`src/pmrc_pkg.sv`:
```
// Purpose: Constants shared by the regulator control logic.
// Assumes: 100 MHz logic clock.
// Notes:   Times are kept in their own unit; cycle counts derive from them.
package pmrc_pkg;
    localparam int unsigned CLK_MHZ = 100;
    localparam int unsigned CLK_NS  = 1000 / CLK_MHZ;

    // Register byte offsets
    localparam logic [7:0] OFF_CONV_CTRL  = 8'h00;
    localparam logic [7:0] OFF_CONV_CTRL2 = 8'h04;
    localparam logic [7:0] OFF_LINEAR_REG_CONTROL_REG   = 8'h08;
    localparam logic [7:0] OFF_STATUS     = 8'h0C;
    localparam logic [7:0] OFF_CORE_VSEL  = 8'h10;

    // Field positions
    localparam int unsigned CC_BURST_DIS_LSB = 0;
    localparam int unsigned CC_LOW_RIPPLE    = 3;
    localparam int unsigned ST_FAULT_LSB     = 0;
    localparam int unsigned ST_BURST_LSB     = 8;
    localparam int unsigned ST_RUN_LSB       = 16;
    localparam int unsigned ST_RESET_BIT     = 24;

    // Reset values
    localparam logic [3:0] CONV_CTRL_RST  = 4'h0;
    localparam logic [2:0] CONV_CTRL2_RST = 3'h0;
    localparam logic [1:0] LINEAR_REG_CONTROL_REG_RST   = 2'h3;

    // Core converter voltage codes for the two pin defaults (1.3 V / 1.55 V)
    localparam logic [4:0] CORE_CODE_LO = 5'h0A;
    localparam logic [4:0] CORE_CODE_HI = 5'h0F;

    // Timing
    localparam int unsigned BIAS_US      = 170;
    localparam int unsigned SOFTSTART_US = 750;
    localparam int unsigned BURST_MAX_NS = 10670;
    localparam int unsigned DEBOUNCE_MS  = 30;
    localparam int unsigned RST_DELAY_MS = 100;

    localparam int unsigned BIAS_CYC      = BIAS_US * 1000 / CLK_NS;
    localparam int unsigned SOFTSTART_CYC = SOFTSTART_US * 1000 / CLK_NS;
    localparam int unsigned BURST_MAX_CYC = BURST_MAX_NS / CLK_NS;
    localparam int unsigned DEBOUNCE_CYC  = DEBOUNCE_MS * 1000000 / CLK_NS;
    localparam int unsigned RST_DELAY_CYC = RST_DELAY_MS * 1000000 / CLK_NS;

    localparam int unsigned CNT_W = 24;

    typedef enum logic [2:0] {
        PMRC_OFF,
        PMRC_BIAS,
        PMRC_SOFT,
        PMRC_FIXED,
        PMRC_BURST
    } pmrc_state_e;
endpackage : pmrc_pkg

```
`src/pmrc_top.sv`:
```
// Purpose: Digital control of three buck converters and two linear regulators.
// Assumes: Analog comparator flags and pins are asynchronous to clk_i.
// Notes:   APB register slave, zero wait states, one access cycle.
//
// The APB interface to the registers and the placing of the registers are this design's own decisions.
`timescale 1ns/1ps
module pmrc_top #(
    parameter int unsigned BIAS_CYCLES     = pmrc_pkg::BIAS_CYC,
    parameter int unsigned SOFT_CYCLES     = pmrc_pkg::SOFTSTART_CYC,
    parameter int unsigned DEBOUNCE_CYCLES = pmrc_pkg::DEBOUNCE_CYC,
    parameter int unsigned RST_CYCLES      = pmrc_pkg::RST_DELAY_CYC
) (
    input  wire logic        clk_i,
    input  wire logic        rstn_i,
    input  wire logic        psel_i,
    input  wire logic        penable_i,
    input  wire logic        pwrite_i,
    input  wire logic [31:0] paddr_i,
    input  wire logic [31:0] pwdata_i,
    output logic      [31:0] prdata_o,
    output logic             pready_o,
    output logic             pslverr_o,
    input  wire logic [2:0]  buck_enable_pin_i,
    input  wire logic [2:0]  buck_default_select_i,
    input  wire logic        linear_regs_enable_i,
    input  wire logic        warm_reset_in_i,
    input  wire logic        supply_low_lockout_i,
    input  wire logic        thermal_shutdown_i,
    input  wire logic        always_on_rail_low_i,
    input  wire logic [2:0]  load_low_i,
    input  wire logic [2:0]  out_below_nom_i,
    input  wire logic [2:0]  out_below_2pct_i,
    input  wire logic [2:0]  out_precharged_i,
    input  wire logic [2:0]  dropout_i,
    input  wire logic [4:0]  rail_pg_low_i,
    output logic      [2:0]  buck_switch_en_o,
    output logic      [2:0]  buck_burst_o,
    output logic      [2:0]  buck_low_ripple_o,
    output logic      [2:0]  buck_high_side_on_o,
    output logic      [2:0]  buck_full_duty_o,
    output logic      [2:0]  buck_soft_start_o,
    output logic      [2:0]  buck_discharge_o,
    output logic      [2:0]  buck_default_high_o,
    output logic      [4:0]  core_vsel_o,
    output logic      [1:0]  ldo_on_o,
    output logic             rail_fault_irq_o,
    output logic             system_reset_out_n_o
);
    localparam int unsigned NS = 31;

    // Two-stage synchroniser for every asynchronous input
    logic [NS-1:0] async_in;
    logic [NS-1:0] sync1_q;
    logic [NS-1:0] sync2_q;
    assign async_in = {buck_enable_pin_i, buck_default_select_i, linear_regs_enable_i,
                       warm_reset_in_i, supply_low_lockout_i, thermal_shutdown_i,
                       always_on_rail_low_i, load_low_i, out_below_nom_i,
                       out_below_2pct_i, out_precharged_i, dropout_i, rail_pg_low_i};

    // No reset here, so default pins are already settled when reset releases
    always_ff @(posedge clk_i) begin
        sync1_q <= async_in;
        sync2_q <= sync1_q;
    end

    logic [2:0] en_pin_s;
    logic [2:0] def_sel_s;
    logic       ldo_pin_s;
    logic       warm_s;
    logic       supply_low_lockout_s;
    logic       hot_s;
    logic       rtc_low_s;
    logic [2:0] load_low_s;
    logic [2:0] below_nom_s;
    logic [2:0] below_2p_s;
    logic [2:0] prechg_s;
    logic [2:0] dropout_s;
    logic [4:0] pg_low_s;
    assign {en_pin_s, def_sel_s, ldo_pin_s, warm_s, supply_low_lockout_s, hot_s, rtc_low_s, load_low_s,
            below_nom_s, below_2p_s, prechg_s, dropout_s, pg_low_s} = sync2_q;

    // Software registers
    logic [3:0]  conv_ctrl_q;
    logic [2:0]  conv_ctrl2_q;
    logic [1:0]  linear_reg_control_reg_q;
    logic [4:0]  core_vsel_q;
    logic        warm_db_q;
    logic        warm_db_prev_q;
    logic        por_load_q;
    logic [31:0] prdata_q;
    logic        wr_en;
    logic        setup;
    logic        mapped;
    logic [7:0]  addr;
    logic        warm_rise;

    assign addr      = paddr_i[7:0];
    assign mapped    = (paddr_i[31:8] == 24'h000000) && (addr == pmrc_pkg::OFF_CONV_CTRL
                       || addr == pmrc_pkg::OFF_CONV_CTRL2 || addr == pmrc_pkg::OFF_LINEAR_REG_CONTROL_REG
                       || addr == pmrc_pkg::OFF_STATUS || addr == pmrc_pkg::OFF_CORE_VSEL);
    assign setup     = psel_i && !penable_i;
    assign wr_en     = psel_i && penable_i && pwrite_i && mapped;
    assign pready_o  = psel_i && penable_i;
    assign pslverr_o = psel_i && penable_i && !mapped;
    assign prdata_o  = prdata_q;
    assign warm_rise = warm_db_q && !warm_db_prev_q;

    function automatic logic [4:0] core_default(input logic high);
        return high ? pmrc_pkg::CORE_CODE_HI : pmrc_pkg::CORE_CODE_LO;
    endfunction

    always_ff @(posedge clk_i or negedge rstn_i) begin
        if (!rstn_i) begin
            conv_ctrl_q  <= pmrc_pkg::CONV_CTRL_RST;
            conv_ctrl2_q <= pmrc_pkg::CONV_CTRL2_RST;
            linear_reg_control_reg_q   <= pmrc_pkg::LINEAR_REG_CONTROL_REG_RST;
        end else if (wr_en) begin
            if (addr == pmrc_pkg::OFF_CONV_CTRL) begin
                conv_ctrl_q <= pwdata_i[3:0];
            end
            if (addr == pmrc_pkg::OFF_CONV_CTRL2) begin
                conv_ctrl2_q <= pwdata_i[2:0];
            end
            if (addr == pmrc_pkg::OFF_LINEAR_REG_CONTROL_REG) begin
                linear_reg_control_reg_q <= pwdata_i[1:0];
            end
        end
    end

    // Default-select pins caught once after reset release
    logic [2:0] def_high_q;
    always_ff @(posedge clk_i or negedge rstn_i) begin
        if (!rstn_i) begin
            por_load_q <= 1'b1;
            def_high_q <= 3'h0;
        end else begin
            por_load_q <= 1'b0;
            if (por_load_q) begin
                def_high_q <= def_sel_s;
            end
        end
    end
    assign buck_default_high_o = def_high_q;

    // Core voltage: software code, restored by warm reset or a cold load
    always_ff @(posedge clk_i or negedge rstn_i) begin
        if (!rstn_i) begin
            core_vsel_q <= pmrc_pkg::CORE_CODE_LO;
        end else if (por_load_q || warm_rise) begin
            core_vsel_q <= core_default(def_sel_s[2]);
        end else if (wr_en && addr == pmrc_pkg::OFF_CORE_VSEL) begin
            core_vsel_q <= pwdata_i[4:0];
        end
    end
    assign core_vsel_o = core_vsel_q;

    // Warm reset debounce
    logic [pmrc_pkg::CNT_W-1:0] deb_cnt_q;
    always_ff @(posedge clk_i or negedge rstn_i) begin
        if (!rstn_i) begin
            deb_cnt_q      <= '0;
            warm_db_q      <= 1'b0;
            warm_db_prev_q <= 1'b0;
        end else begin
            warm_db_prev_q <= warm_db_q;
            if (warm_s == warm_db_q) begin
                deb_cnt_q <= '0;
            end else if (deb_cnt_q >= pmrc_pkg::CNT_W'(DEBOUNCE_CYCLES - 1)) begin
                deb_cnt_q <= '0;
                warm_db_q <= warm_s;
            end else begin
                deb_cnt_q <= deb_cnt_q + 1'b1;
            end
        end
    end

    // System reset output with capacitor-style delay
    logic [pmrc_pkg::CNT_W-1:0] rst_cnt_q;
    logic                       rst_n_q;
    logic                       rst_cause;
    assign rst_cause = rtc_low_s || warm_db_q;
    always_ff @(posedge clk_i or negedge rstn_i) begin
        if (!rstn_i) begin
            rst_cnt_q <= '0;
            rst_n_q   <= 1'b0;
        end else if (rst_cause) begin
            rst_cnt_q <= '0;
            rst_n_q   <= 1'b0;
        end else if (!rst_n_q) begin
            if (rst_cnt_q >= pmrc_pkg::CNT_W'(RST_CYCLES - 1)) begin
                rst_n_q <= 1'b1;
            end else begin
                rst_cnt_q <= rst_cnt_q + 1'b1;
            end
        end
    end
    assign system_reset_out_n_o = rst_n_q;

    // Per-converter start-up and mode control
    logic                        shutdown;
    logic [2:0]                  buck_on;
    pmrc_pkg::pmrc_state_e       st_q   [3];
    logic [pmrc_pkg::CNT_W-1:0]  cnt_q  [3];
    logic [2:0]                  bias_pre_q;
    assign shutdown = supply_low_lockout_s || hot_s;
    assign buck_on  = en_pin_s & {3{!shutdown}};

    always_ff @(posedge clk_i or negedge rstn_i) begin
        if (!rstn_i) begin
            for (int i = 0; i < 3; i++) begin
                st_q[i]  <= pmrc_pkg::PMRC_OFF;
                cnt_q[i] <= '0;
            end
            bias_pre_q <= 3'h0;
        end else begin
            for (int i = 0; i < 3; i++) begin
                if (!buck_on[i]) begin
                    st_q[i]  <= pmrc_pkg::PMRC_OFF;
                    cnt_q[i] <= '0;
                end else begin
                    unique case (st_q[i])
                        pmrc_pkg::PMRC_OFF: begin
                            st_q[i]       <= pmrc_pkg::PMRC_BIAS;
                            cnt_q[i]      <= '0;
                            bias_pre_q[i] <= 1'b0;
                        end
                        pmrc_pkg::PMRC_BIAS: begin
                            if (prechg_s[i]) begin
                                bias_pre_q[i] <= 1'b1;
                            end
                            if (cnt_q[i] >= pmrc_pkg::CNT_W'(BIAS_CYCLES - 1)) begin
                                st_q[i]  <= pmrc_pkg::PMRC_SOFT;
                                cnt_q[i] <= '0;
                            end else begin
                                cnt_q[i] <= cnt_q[i] + 1'b1;
                            end
                        end
                        pmrc_pkg::PMRC_SOFT: begin
                            // Pre-charged output ends the ramp once it is caught up
                            if (cnt_q[i] >= pmrc_pkg::CNT_W'(SOFT_CYCLES - 1)
                                || (bias_pre_q[i] && !below_nom_s[i])) begin
                                st_q[i]  <= pmrc_pkg::PMRC_FIXED;
                                cnt_q[i] <= '0;
                            end else begin
                                cnt_q[i] <= cnt_q[i] + 1'b1;
                            end
                        end
                        pmrc_pkg::PMRC_FIXED: begin
                            cnt_q[i] <= '0;
                            if (load_low_s[i] && !conv_ctrl_q[pmrc_pkg::CC_BURST_DIS_LSB + i]
                                && !dropout_s[i]) begin
                                st_q[i] <= pmrc_pkg::PMRC_BURST;
                            end
                        end
                        pmrc_pkg::PMRC_BURST: begin
                            if (conv_ctrl_q[pmrc_pkg::CC_BURST_DIS_LSB + i]) begin
                                st_q[i] <= pmrc_pkg::PMRC_FIXED;
                            end else if (below_2p_s[i]) begin
                                st_q[i] <= pmrc_pkg::PMRC_FIXED;
                            end else if (below_nom_s[i] && cnt_q[i]
                                         >= pmrc_pkg::CNT_W'(pmrc_pkg::BURST_MAX_CYC)) begin
                                st_q[i] <= pmrc_pkg::PMRC_FIXED;
                            end
                            // Burst length counts only while the high side delivers
                            if (below_nom_s[i]) begin
                                cnt_q[i] <= cnt_q[i] + 1'b1;
                            end else begin
                                cnt_q[i] <= '0;
                            end
                        end
                    endcase
                end
            end
        end
    end

    // Converter outputs, all from flip-flops
    logic [2:0] sw_en_q;
    logic [2:0] burst_q;
    logic [2:0] ripple_q;
    logic [2:0] hs_q;
    logic [2:0] full_q;
    logic [2:0] soft_q;
    logic [2:0] dis_q;
    always_ff @(posedge clk_i or negedge rstn_i) begin
        if (!rstn_i) begin
            sw_en_q  <= 3'h0;
            burst_q  <= 3'h0;
            ripple_q <= 3'h0;
            hs_q     <= 3'h0;
            full_q   <= 3'h0;
            soft_q   <= 3'h0;
            dis_q    <= 3'h0;
        end else begin
            for (int i = 0; i < 3; i++) begin
                sw_en_q[i] <= st_q[i] == pmrc_pkg::PMRC_SOFT
                              || st_q[i] == pmrc_pkg::PMRC_FIXED
                              || st_q[i] == pmrc_pkg::PMRC_BURST;
                soft_q[i]  <= st_q[i] == pmrc_pkg::PMRC_SOFT;
                burst_q[i] <= st_q[i] == pmrc_pkg::PMRC_BURST;
                ripple_q[i] <= st_q[i] == pmrc_pkg::PMRC_BURST
                               && conv_ctrl_q[pmrc_pkg::CC_LOW_RIPPLE];
                hs_q[i]    <= (st_q[i] == pmrc_pkg::PMRC_BURST && below_nom_s[i])
                              || (st_q[i] == pmrc_pkg::PMRC_FIXED && dropout_s[i]);
                full_q[i]  <= st_q[i] == pmrc_pkg::PMRC_FIXED && dropout_s[i];
                // Never pulls down while starting, so a pre-charged output survives
                dis_q[i]   <= !buck_on[i] && st_q[i] == pmrc_pkg::PMRC_OFF
                              && conv_ctrl2_q[i];
            end
        end
    end
    assign buck_switch_en_o    = sw_en_q;
    assign buck_burst_o        = burst_q;
    assign buck_low_ripple_o   = ripple_q;
    assign buck_high_side_on_o = hs_q;
    assign buck_full_duty_o    = full_q;
    assign buck_soft_start_o   = soft_q;
    assign buck_discharge_o    = dis_q;

    // Linear regulators and rail status
    logic [1:0] ldo_q;
    logic [4:0] fault_q;
    logic       irq_q;
    logic [4:0] rail_en;
    assign rail_en = {sw_en_q, ldo_q};
    always_ff @(posedge clk_i or negedge rstn_i) begin
        if (!rstn_i) begin
            ldo_q   <= 2'h0;
            fault_q <= 5'h00;
            irq_q   <= 1'b0;
        end else begin
            ldo_q   <= {2{ldo_pin_s && !shutdown}} & linear_reg_control_reg_q;
            fault_q <= pg_low_s & rail_en;
            irq_q   <= |(pg_low_s & rail_en);
        end
    end
    assign ldo_on_o         = ldo_q;
    assign rail_fault_irq_o = irq_q;

    // Read data captured in the setup phase
    always_ff @(posedge clk_i or negedge rstn_i) begin
        if (!rstn_i) begin
            prdata_q <= 32'h00000000;
        end else if (setup) begin
            prdata_q <= 32'h00000000;
            unique case (addr)
                pmrc_pkg::OFF_CONV_CTRL:  prdata_q[3:0] <= conv_ctrl_q;
                pmrc_pkg::OFF_CONV_CTRL2: prdata_q[2:0] <= conv_ctrl2_q;
                pmrc_pkg::OFF_LINEAR_REG_CONTROL_REG:   prdata_q[1:0] <= linear_reg_control_reg_q;
                pmrc_pkg::OFF_STATUS: begin
                    prdata_q[pmrc_pkg::ST_FAULT_LSB +: 5] <= fault_q;
                    prdata_q[pmrc_pkg::ST_BURST_LSB +: 3] <= burst_q;
                    prdata_q[pmrc_pkg::ST_RUN_LSB +: 5]   <= rail_en;
                    prdata_q[pmrc_pkg::ST_RESET_BIT]      <= !rst_n_q;
                end
                pmrc_pkg::OFF_CORE_VSEL:  prdata_q[4:0] <= core_vsel_q;
                default:                  prdata_q <= 32'h00000000;
            endcase
        end
    end
endmodule // pmrc_top

```
`config.mk`:
```
export PLATFORM = sky130hd
export DESIGN_NAME = pmrc_top
export DESIGN_NICKNAME = d
export VERILOG_FILES = /design/src/pmrc_pkg.sv /design/src/pmrc_top.sv
export SDC_FILE = /design/constraint.sdc
export NUM_CORES = 1
export LEC_CHECK = 0
export BUFFER_PORTS_ARGS = -buffer_cell sky130_fd_sc_hd__buf_2
export CORE_MARGIN = 2
export CORE_UTILIZATION = 49
export CTS_CLUSTER_DIAMETER = 30
export CTS_CLUSTER_SIZE = 40
export DETAILED_ROUTE_END_ITERATION = 16
export GPL_ROUTABILITY_DRIVEN = 0
export PLACE_DENSITY = 0.7
export SLEW_MARGIN = 20
export SYNTH_ARGS = -nofsm -noshare
export SYNTH_HDL_FRONTEND = slang
export SYNTH_SLANG_ARGS = --single-unit
```
`constraint.sdc`:
```
create_clock -name clk_i -period 3.69 [get_ports clk_i]
set_input_delay 0.738 -clock clk_i [delete_from_list [all_inputs] [get_ports clk_i]]
set_output_delay 0.738 -clock clk_i [all_outputs]
set_load 0.05 [all_outputs]
```
## After elaboration in Yosys (flattened, before gate mapping)

Index checks and enable logic that the tools add are counted.

| storage, ports and cells | value |
|---|---|
| input bits | 100 |
| flip-flop bits (word level) | 258 |
| latch bits | 0 |
| memories | 0 |
| output and inout port bits | 67 |
| memory bits (read-only) | 0 |
| RAM bits | 0 |
| logic and storage cells | 246 |

| cells by class | value |
|---|---|
| multiplexer cells | 63 |
| add/subtract/negate cells | 5 |
| eq/ne operators | 34 |
| divide/modulo/power cells | 0 |
| order comparisons | 11 |
| reductions and logical operators | 96 |
| shifts and indexed selects | 0 |
| $mul | 0 |
| bitwise logic cells | 4 |

Operator list:

| kind | number |
|---|---|
| $mux W24 | 17 |
| $pmux W24 S4 | 3 |
| $add A24 B1 Y24 const B | 5 |
| $ge A24 B11 Y1 const B | 3 |
| $ge A24 B15 Y1 const B | 3 |
| $ge A24 B17 Y1 const B | 3 |
| $mux W3 | 23 |
| $pmux W3 S5 | 3 |
| $logic_and A1 B1 Y1 | 36 |
| $ne A3 B3 Y1 const B | 9 |
| $ge A24 B22 Y1 const B | 1 |
| $ge A24 B24 Y1 const B | 1 |
| $logic_not A24 Y1 | 1 |
| $logic_or A1 B1 Y1 | 19 |
| $eq A3 B2 Y1 const B | 6 |
| $logic_not A1 Y1 | 17 |
| $eq A8 B4 Y1 const B | 2 |
| $mux W5 | 3 |
| $ne A5 B5 Y1 const B | 3 |
| $reduce_and A4 Y1 | 3 |
| $pmux W2 S5 | 1 |
| $reduce_and A2 Y1 | 5 |
| $eq A3 B1 Y1 const B | 3 |
| $eq A3 B3 Y1 const B | 3 |
| 19 further kinds | 40 |

## Depth between registers and ports, before layout

| logic depth | value |
|---|---|
| word-level depth | 10 |
| mapped depth | 9 |
| depth with buffers taken out | 7 |

## Least setup slack after synthesis

No wires, ideal clock.

| path | value |
|---|---|
| kind | input port to output port |
| start | input port paddr_i[4] |
| end | output port pslverr_o |
| buffers on the path | 1 |
| data required time | 2952 ps |
| path slack | 494 ps |
| data arrival time | 2458 ps |
| cell stages on the path | 5 |
| path through | clkbuf_1 -> o21ai_0 -> nand3_1 -> nor3_1 -> a21boi_0 |

| between the ends | value |
|---|---|
| longest elaborated chain between the ends | 8 |
| elaborated cells on any way between the ends | 12 |
| classes of those cells | eq/ne (4); reduce/logical (8) |

Ends and longest elaborated chain:

| element | RTL line | source |
|---|---|---|
| start: declaration | pmrc_top.sv:18 | `input wire logic [31:0] paddr_i,` |
| $eq A8 B3 Y1 or $logic_not A8 Y1 (tied branches) | pmrc_top.sv:99, pmrc_top.sv:98 |  |
| $logic_or A1 B1 Y1 (2 in series) | pmrc_top.sv:99 | `\|\| addr == pmrc_pkg::OFF_CONV_CTRL2 \|\| addr == pmrc_pkg::OFF_LINEAR_REG_CONTROL_REG` |
| $logic_or A1 B1 Y1 | pmrc_top.sv:100 | `\|\| addr == pmrc_pkg::OFF_STATUS \|\| addr == pmrc_pkg::OFF_CORE_VSEL);` |
| $logic_or A1 B1 Y1 (*) | pmrc_top.sv:100 |  |
| $logic_and A1 B1 Y1 (*) | pmrc_top.sv:98 | `assign mapped = (paddr_i[31:8] == 24'h000000) && (addr == pmrc_pkg::OFF_CONV_CTRL` |
| $logic_not A1 Y1 (*) | pmrc_top.sv:104 | `assign pslverr_o = psel_i && penable_i && !mapped;` |
| $logic_and A1 B1 Y1 (*) | pmrc_top.sv:104 |  |
| end: declaration | pmrc_top.sv:22 | `output logic pslverr_o,` |

Mark *: on every way between the ends. The rest lies on a longest branch, timed or not.

## Worst setup path in the final report

| path | value |
|---|---|
| start | input port paddr_i[20] |
| end | output port pslverr_o |

| between the ends | value |
|---|---|
| longest elaborated chain between the ends | 4 |

Ends and longest elaborated chain:

| element | RTL line |
|---|---|
| $logic_not A24 Y1 | pmrc_top.sv:98 |
| $logic_and A1 B1 Y1 | pmrc_top.sv:98 |
| $logic_not A1 Y1 | pmrc_top.sv:104 |
| $logic_and A1 B1 Y1 | pmrc_top.sv:104 |

Every way passes these cells.

==> results.tsv <==
stage	metric	value	unit
run_status	outcome	finished clean	
grt	Overflow after GRT	0	
timing	highest achievable clock rate	0.343	GHz
timing	maximum clock skew at final layout	0.0261	ns
grt	vias in the first global route	8139	
clock_network	CTS H-tree lvls	2	
synthesis	proportion of netlist area held by the largest area contributor	43.2	%
die	Die X-Extent	154	um
synthesis	Synth async-reset ratio	76.0	%
timing	unrepaired setup endpoints after global routing	no	
worst_setup_path	worst setup path category	input port to output port	
synthesis	number of warnings reported in the yosys synthesis log	0	
final_layout	layout filler cell count	1806	
final_layout	fraction of final layout cells with drive strength greater than 1	21.0	%
timing	crit path time final	2.92	ns
worst_setup_path	worst-case reg-to-reg path depth	7	
timing	transition time at the pin with the least slew margin	1.01	ns
place	estimated wirelength of the detail-placed design	16.9	mm
synthesis	post-synth top area cell	dfrtp_1	
place	number of port buffers	121	
synthesis	number of register bits inferred by synthesis	258	
worst_setup_path	source of the worst register-to-register timing path	cnt_q[60]	
detailed_routing	drt initial violations	575	
worst_setup_path	Reg2Reg Capture Point	cnt_q[55]	
clock_network	cts hold-fix bufs	0	
worst_hold_path	Hold Path Class	input port to async pin	
die	area enclosed by the die boundary	23800	um2
clock_network	total CTS buffers	50	
pwr	P per Cell Area	558	nW/um2
detailed_routing	remaining number of nets flagged by the antenna check after routing	0	
die	starting density of the core	50.2	%
pwr	leakage power total	6.06	nW
worst_setup_path	r2r setup slk	0.96	ns
synthesis	cell types with the highest counts after synthesis	dfrtp_1 (191), nor2_1 (143), nand2_1 (85), dfxtp_1 (62), nor3_1 (53)	
synthesis	Unique masters post-synth	73	
timing	Slew Limit Headroom	32.3	%
synthesis	mean instance size in the synthesized netlist	10.3	um2
grt	initial antenna violation count	0	
clock_network	clock tree from TritonCTS	built	
synthesis	biggest area contributors in the synthesized netlist	dfrtp_1 (43%), dfxtp_1 (11%), nor2_1 (4.8%), xor2_1 (3.7%), xnor2_1 (3.6%)	
clock_network	clock root buffer master	clkbuf_16	
clock_network	clock latency on the worst-skew pair	0.55	ns
worst_setup_path	worst endpoint data arrival time	2.18	ns
timing	final hold vios	0	
detailed_routing	DR vias/cell	5.44	
clock_network	setup repair bufs after CTS	0	
grt	maximum number of pins on one net before global-route repair	76	
clock_network	Worst-path clk slew	0.05	ns
pwr	clock network fraction of total power	58.3	%
detailed_routing	DRT Wirelength	25.0	mm
detailed_routing	number of detailed-route iterations in the first pass	7	
pwr	largest vdd supply drop	0.474	mV
worst_setup_path	crit start category	input port	
synthesis	most frequent cell after synthesis	dfrtp_1	
die	CORE AREA	22000	um2
synthesis	leading register cell type out of synthesis	dfrtp_1	
die	overall die height	154	um
detailed_routing	Via Count	8414	
synthesis	Post-Synthesis Cells	1077	
timing	final setup violation count	0	
pwr	part of the total power dissipated in combinational logic	3.3	%
final_layout	share of the core filled with cells in the final layout	61.8	%
final_layout	final non-filler cell total	1546	
synthesis	Seq/Total Area, Yosys	55.6	%
clock_network	clock net sink count	258	
grt	global-route wire length before repair	41.2	mm
worst_setup_path	worst-path fanout max	3	
detailed_routing	Post-route DRC	0	
clock_network	Resized cells post-CTS	0	
die	site row count	54	
grt	global-route usage over all layers	21.3	%
timing	max-slew violation count	0	
flow_run	max-cap viol count	0	
synthesis	synthesized cell area	11100	um2
die	IO Count	167	
place	instance count after placement with tap cells included	1452	
worst_setup_path	CP Launch Point	paddr_i[20]	
detailed_routing	average wire per cell in the routed design	16.2	um
pwr	Switching Fraction	23.4	%
synthesis	EDFF count, synth	0	
pwr	net load switching power	1.78	mW
timing	period utilization	79.1	%
final_layout	number of nets at the end of the flow	1329	
worst_setup_path	CP Data Required Time	2.95	ns
worst_setup_path	endpoint type of the worst setup path	output port	
pwr	proportion of power drawn by flip-flops and latches	38.3	%
worst_setup_path	Worst Setup EP	pslverr_o	
final_layout	area added between synthesis and finish	22.9	%
clock_network	number of buffers on the longest clock path	3	
pwr	internal power consumption	5.82	mW
final_layout	antenna fix cells	0	
timing	Setup TNS Final	0	ns
## cell type report
cell class	count	area, um2	share of cell area (%)
Clock buffer	63	1360	10.0
Multi-Input combinational cell	757	4620	33.9
Tap cell	280	350	2.57
Sequential cell	258	6150	45.2
Clock inverter	31	339	2.49
Inverter	26	97.6	0.717
Timing Repair Buffer	131	689	5.07
## cells by family (layout without fill, tap and decap cells)
logic type      count (synthesis)  after routing  share of synthesized area [%]
simple gates                  464            464                           20.6
flops                         258            258                           55.6
compound gates                146            146                           9.63
xor+xnor                       93             93                           7.36
buf+inv                        82            251                           3.49
mux                            28             28                           2.70
fa+ha+maj                       5              5                          0.565
other cells                     1             21                         0.0339
## placed cells by master, fill, tap and decap left out, types with 21 or more instances in the layout
| cell type | Yosys | layout |
|---|---|---|
| nor2_1 | 143 | 143 |
| dfxtp_1 | 62 | 62 |
| inv_1 | 26 | 26 |
| clkbuf_16 | 0 | 50 |
| nand4_1 | 26 | 26 |
| xor2_1 | 47 | 47 |
| nand2_1 | 85 | 85 |
| conb_1 | 1 | 21 |
| xnor2_1 | 46 | 46 |
| buf_2 | 3 | 120 |
| nor3_1 | 53 | 53 |
| a21oi_1 | 31 | 31 |
| nand3_1 | 44 | 44 |
| dfrtp_1 | 191 | 191 |
| o21ai_0 | 24 | 24 |
## how the worst min path moves through the flow
stage / start / endpoint / slack (ns) / cells past startpoint
finish: rstn_i / bias_pre_q[2] / 0.21 / 1
global route: rstn_i / bias_pre_q[2] / 0.26 / 1
CTS: rstn_i / bias_pre_q[2] / 0.23 / 1
detailed placement: sync1_q[30] / sync2_q[30] / 0.31 / 0
global placement: sync1_q[26] / sync2_q[26] / 0.31 / 0
floorplan: sync1_q[0] / sync2_q[0] / 0.31 / 0
## per-layer routing
layer | wire, um | track usage, % | part of all wire, %
met1 | 11500 | 29.8 | 46
met2 | 11800 | 34.1 | 47
met3 | 1150 | 3.50 | 4.6
met4 | 537 | 7.63 | 2.1
met5 | 0 | 0 | 0
## power by group through the flow
| stage | sequential (mW) | combinational, mW | clock [mW] |
|---|---|---|---|
| 6_report | 2.91 | 0.252 | 4.43 |
| 5_1_grt | 2.92 | 0.281 | 4.66 |
| 4_1_cts | 2.91 | 0.257 | 4.50 |
| 3_5_place_dp | 2.96 | 0.255 | 0 |
| 3_3_place_gp | 2.96 | 0.252 | 0 |
| 2_1_floorplan | 2.97 | 0.130 | 0 |
## state kept, by name, summed over array words and instances, names as in the netlist, 3 cells and up
register             cells
core_vsel_o              5
sync1_q                 31
deb_cnt_q               24
buck_switch_en_o         3
cnt_q                   72
rst_cnt_q               24
sync2_q                 31
conv_ctrl_q              4
conv_ctrl2_q             3
st_q                     9
buck_full_duty_o         3
prdata_o                14
buck_soft_start_o        3
fault_q                  5
buck_default_high_o      3
buck_high_side_on_o      3
buck_low_ripple_o        3
bias_pre_q               3
buck_discharge_o         3
buck_burst_o             3
## stage by stage
| stage | cell area (um2) | setup WS (ns) | hold slack [ns] | power (mW) |
|---|---|---|---|---|
| 2_1_floorplan | 11100 | 0.494 | 0.310 | 3.10 |
| 4_1_cts | 13600 | 0.786 | 0.231 | 7.67 |
| 5_1_grt | 13600 | 0.636 | 0.262 | 7.85 |
| 6_report | 13600 | 0.770 | 0.212 | 7.60 |
| 3_3_place_gp | 11900 | 0.808 | 0.310 | 3.21 |
| 3_5_place_dp | 11900 | 0.746 | 0.312 | 3.21 |
## worst max-delay path: stages
cell      delay, ns
buf_2          0.10
nor4_1         0.42
nand3_1        0.15
nor3_1         0.37
a21boi_0       0.17
buf_2          0.24
Note: power is estimated with default switching activity, not from simulation.
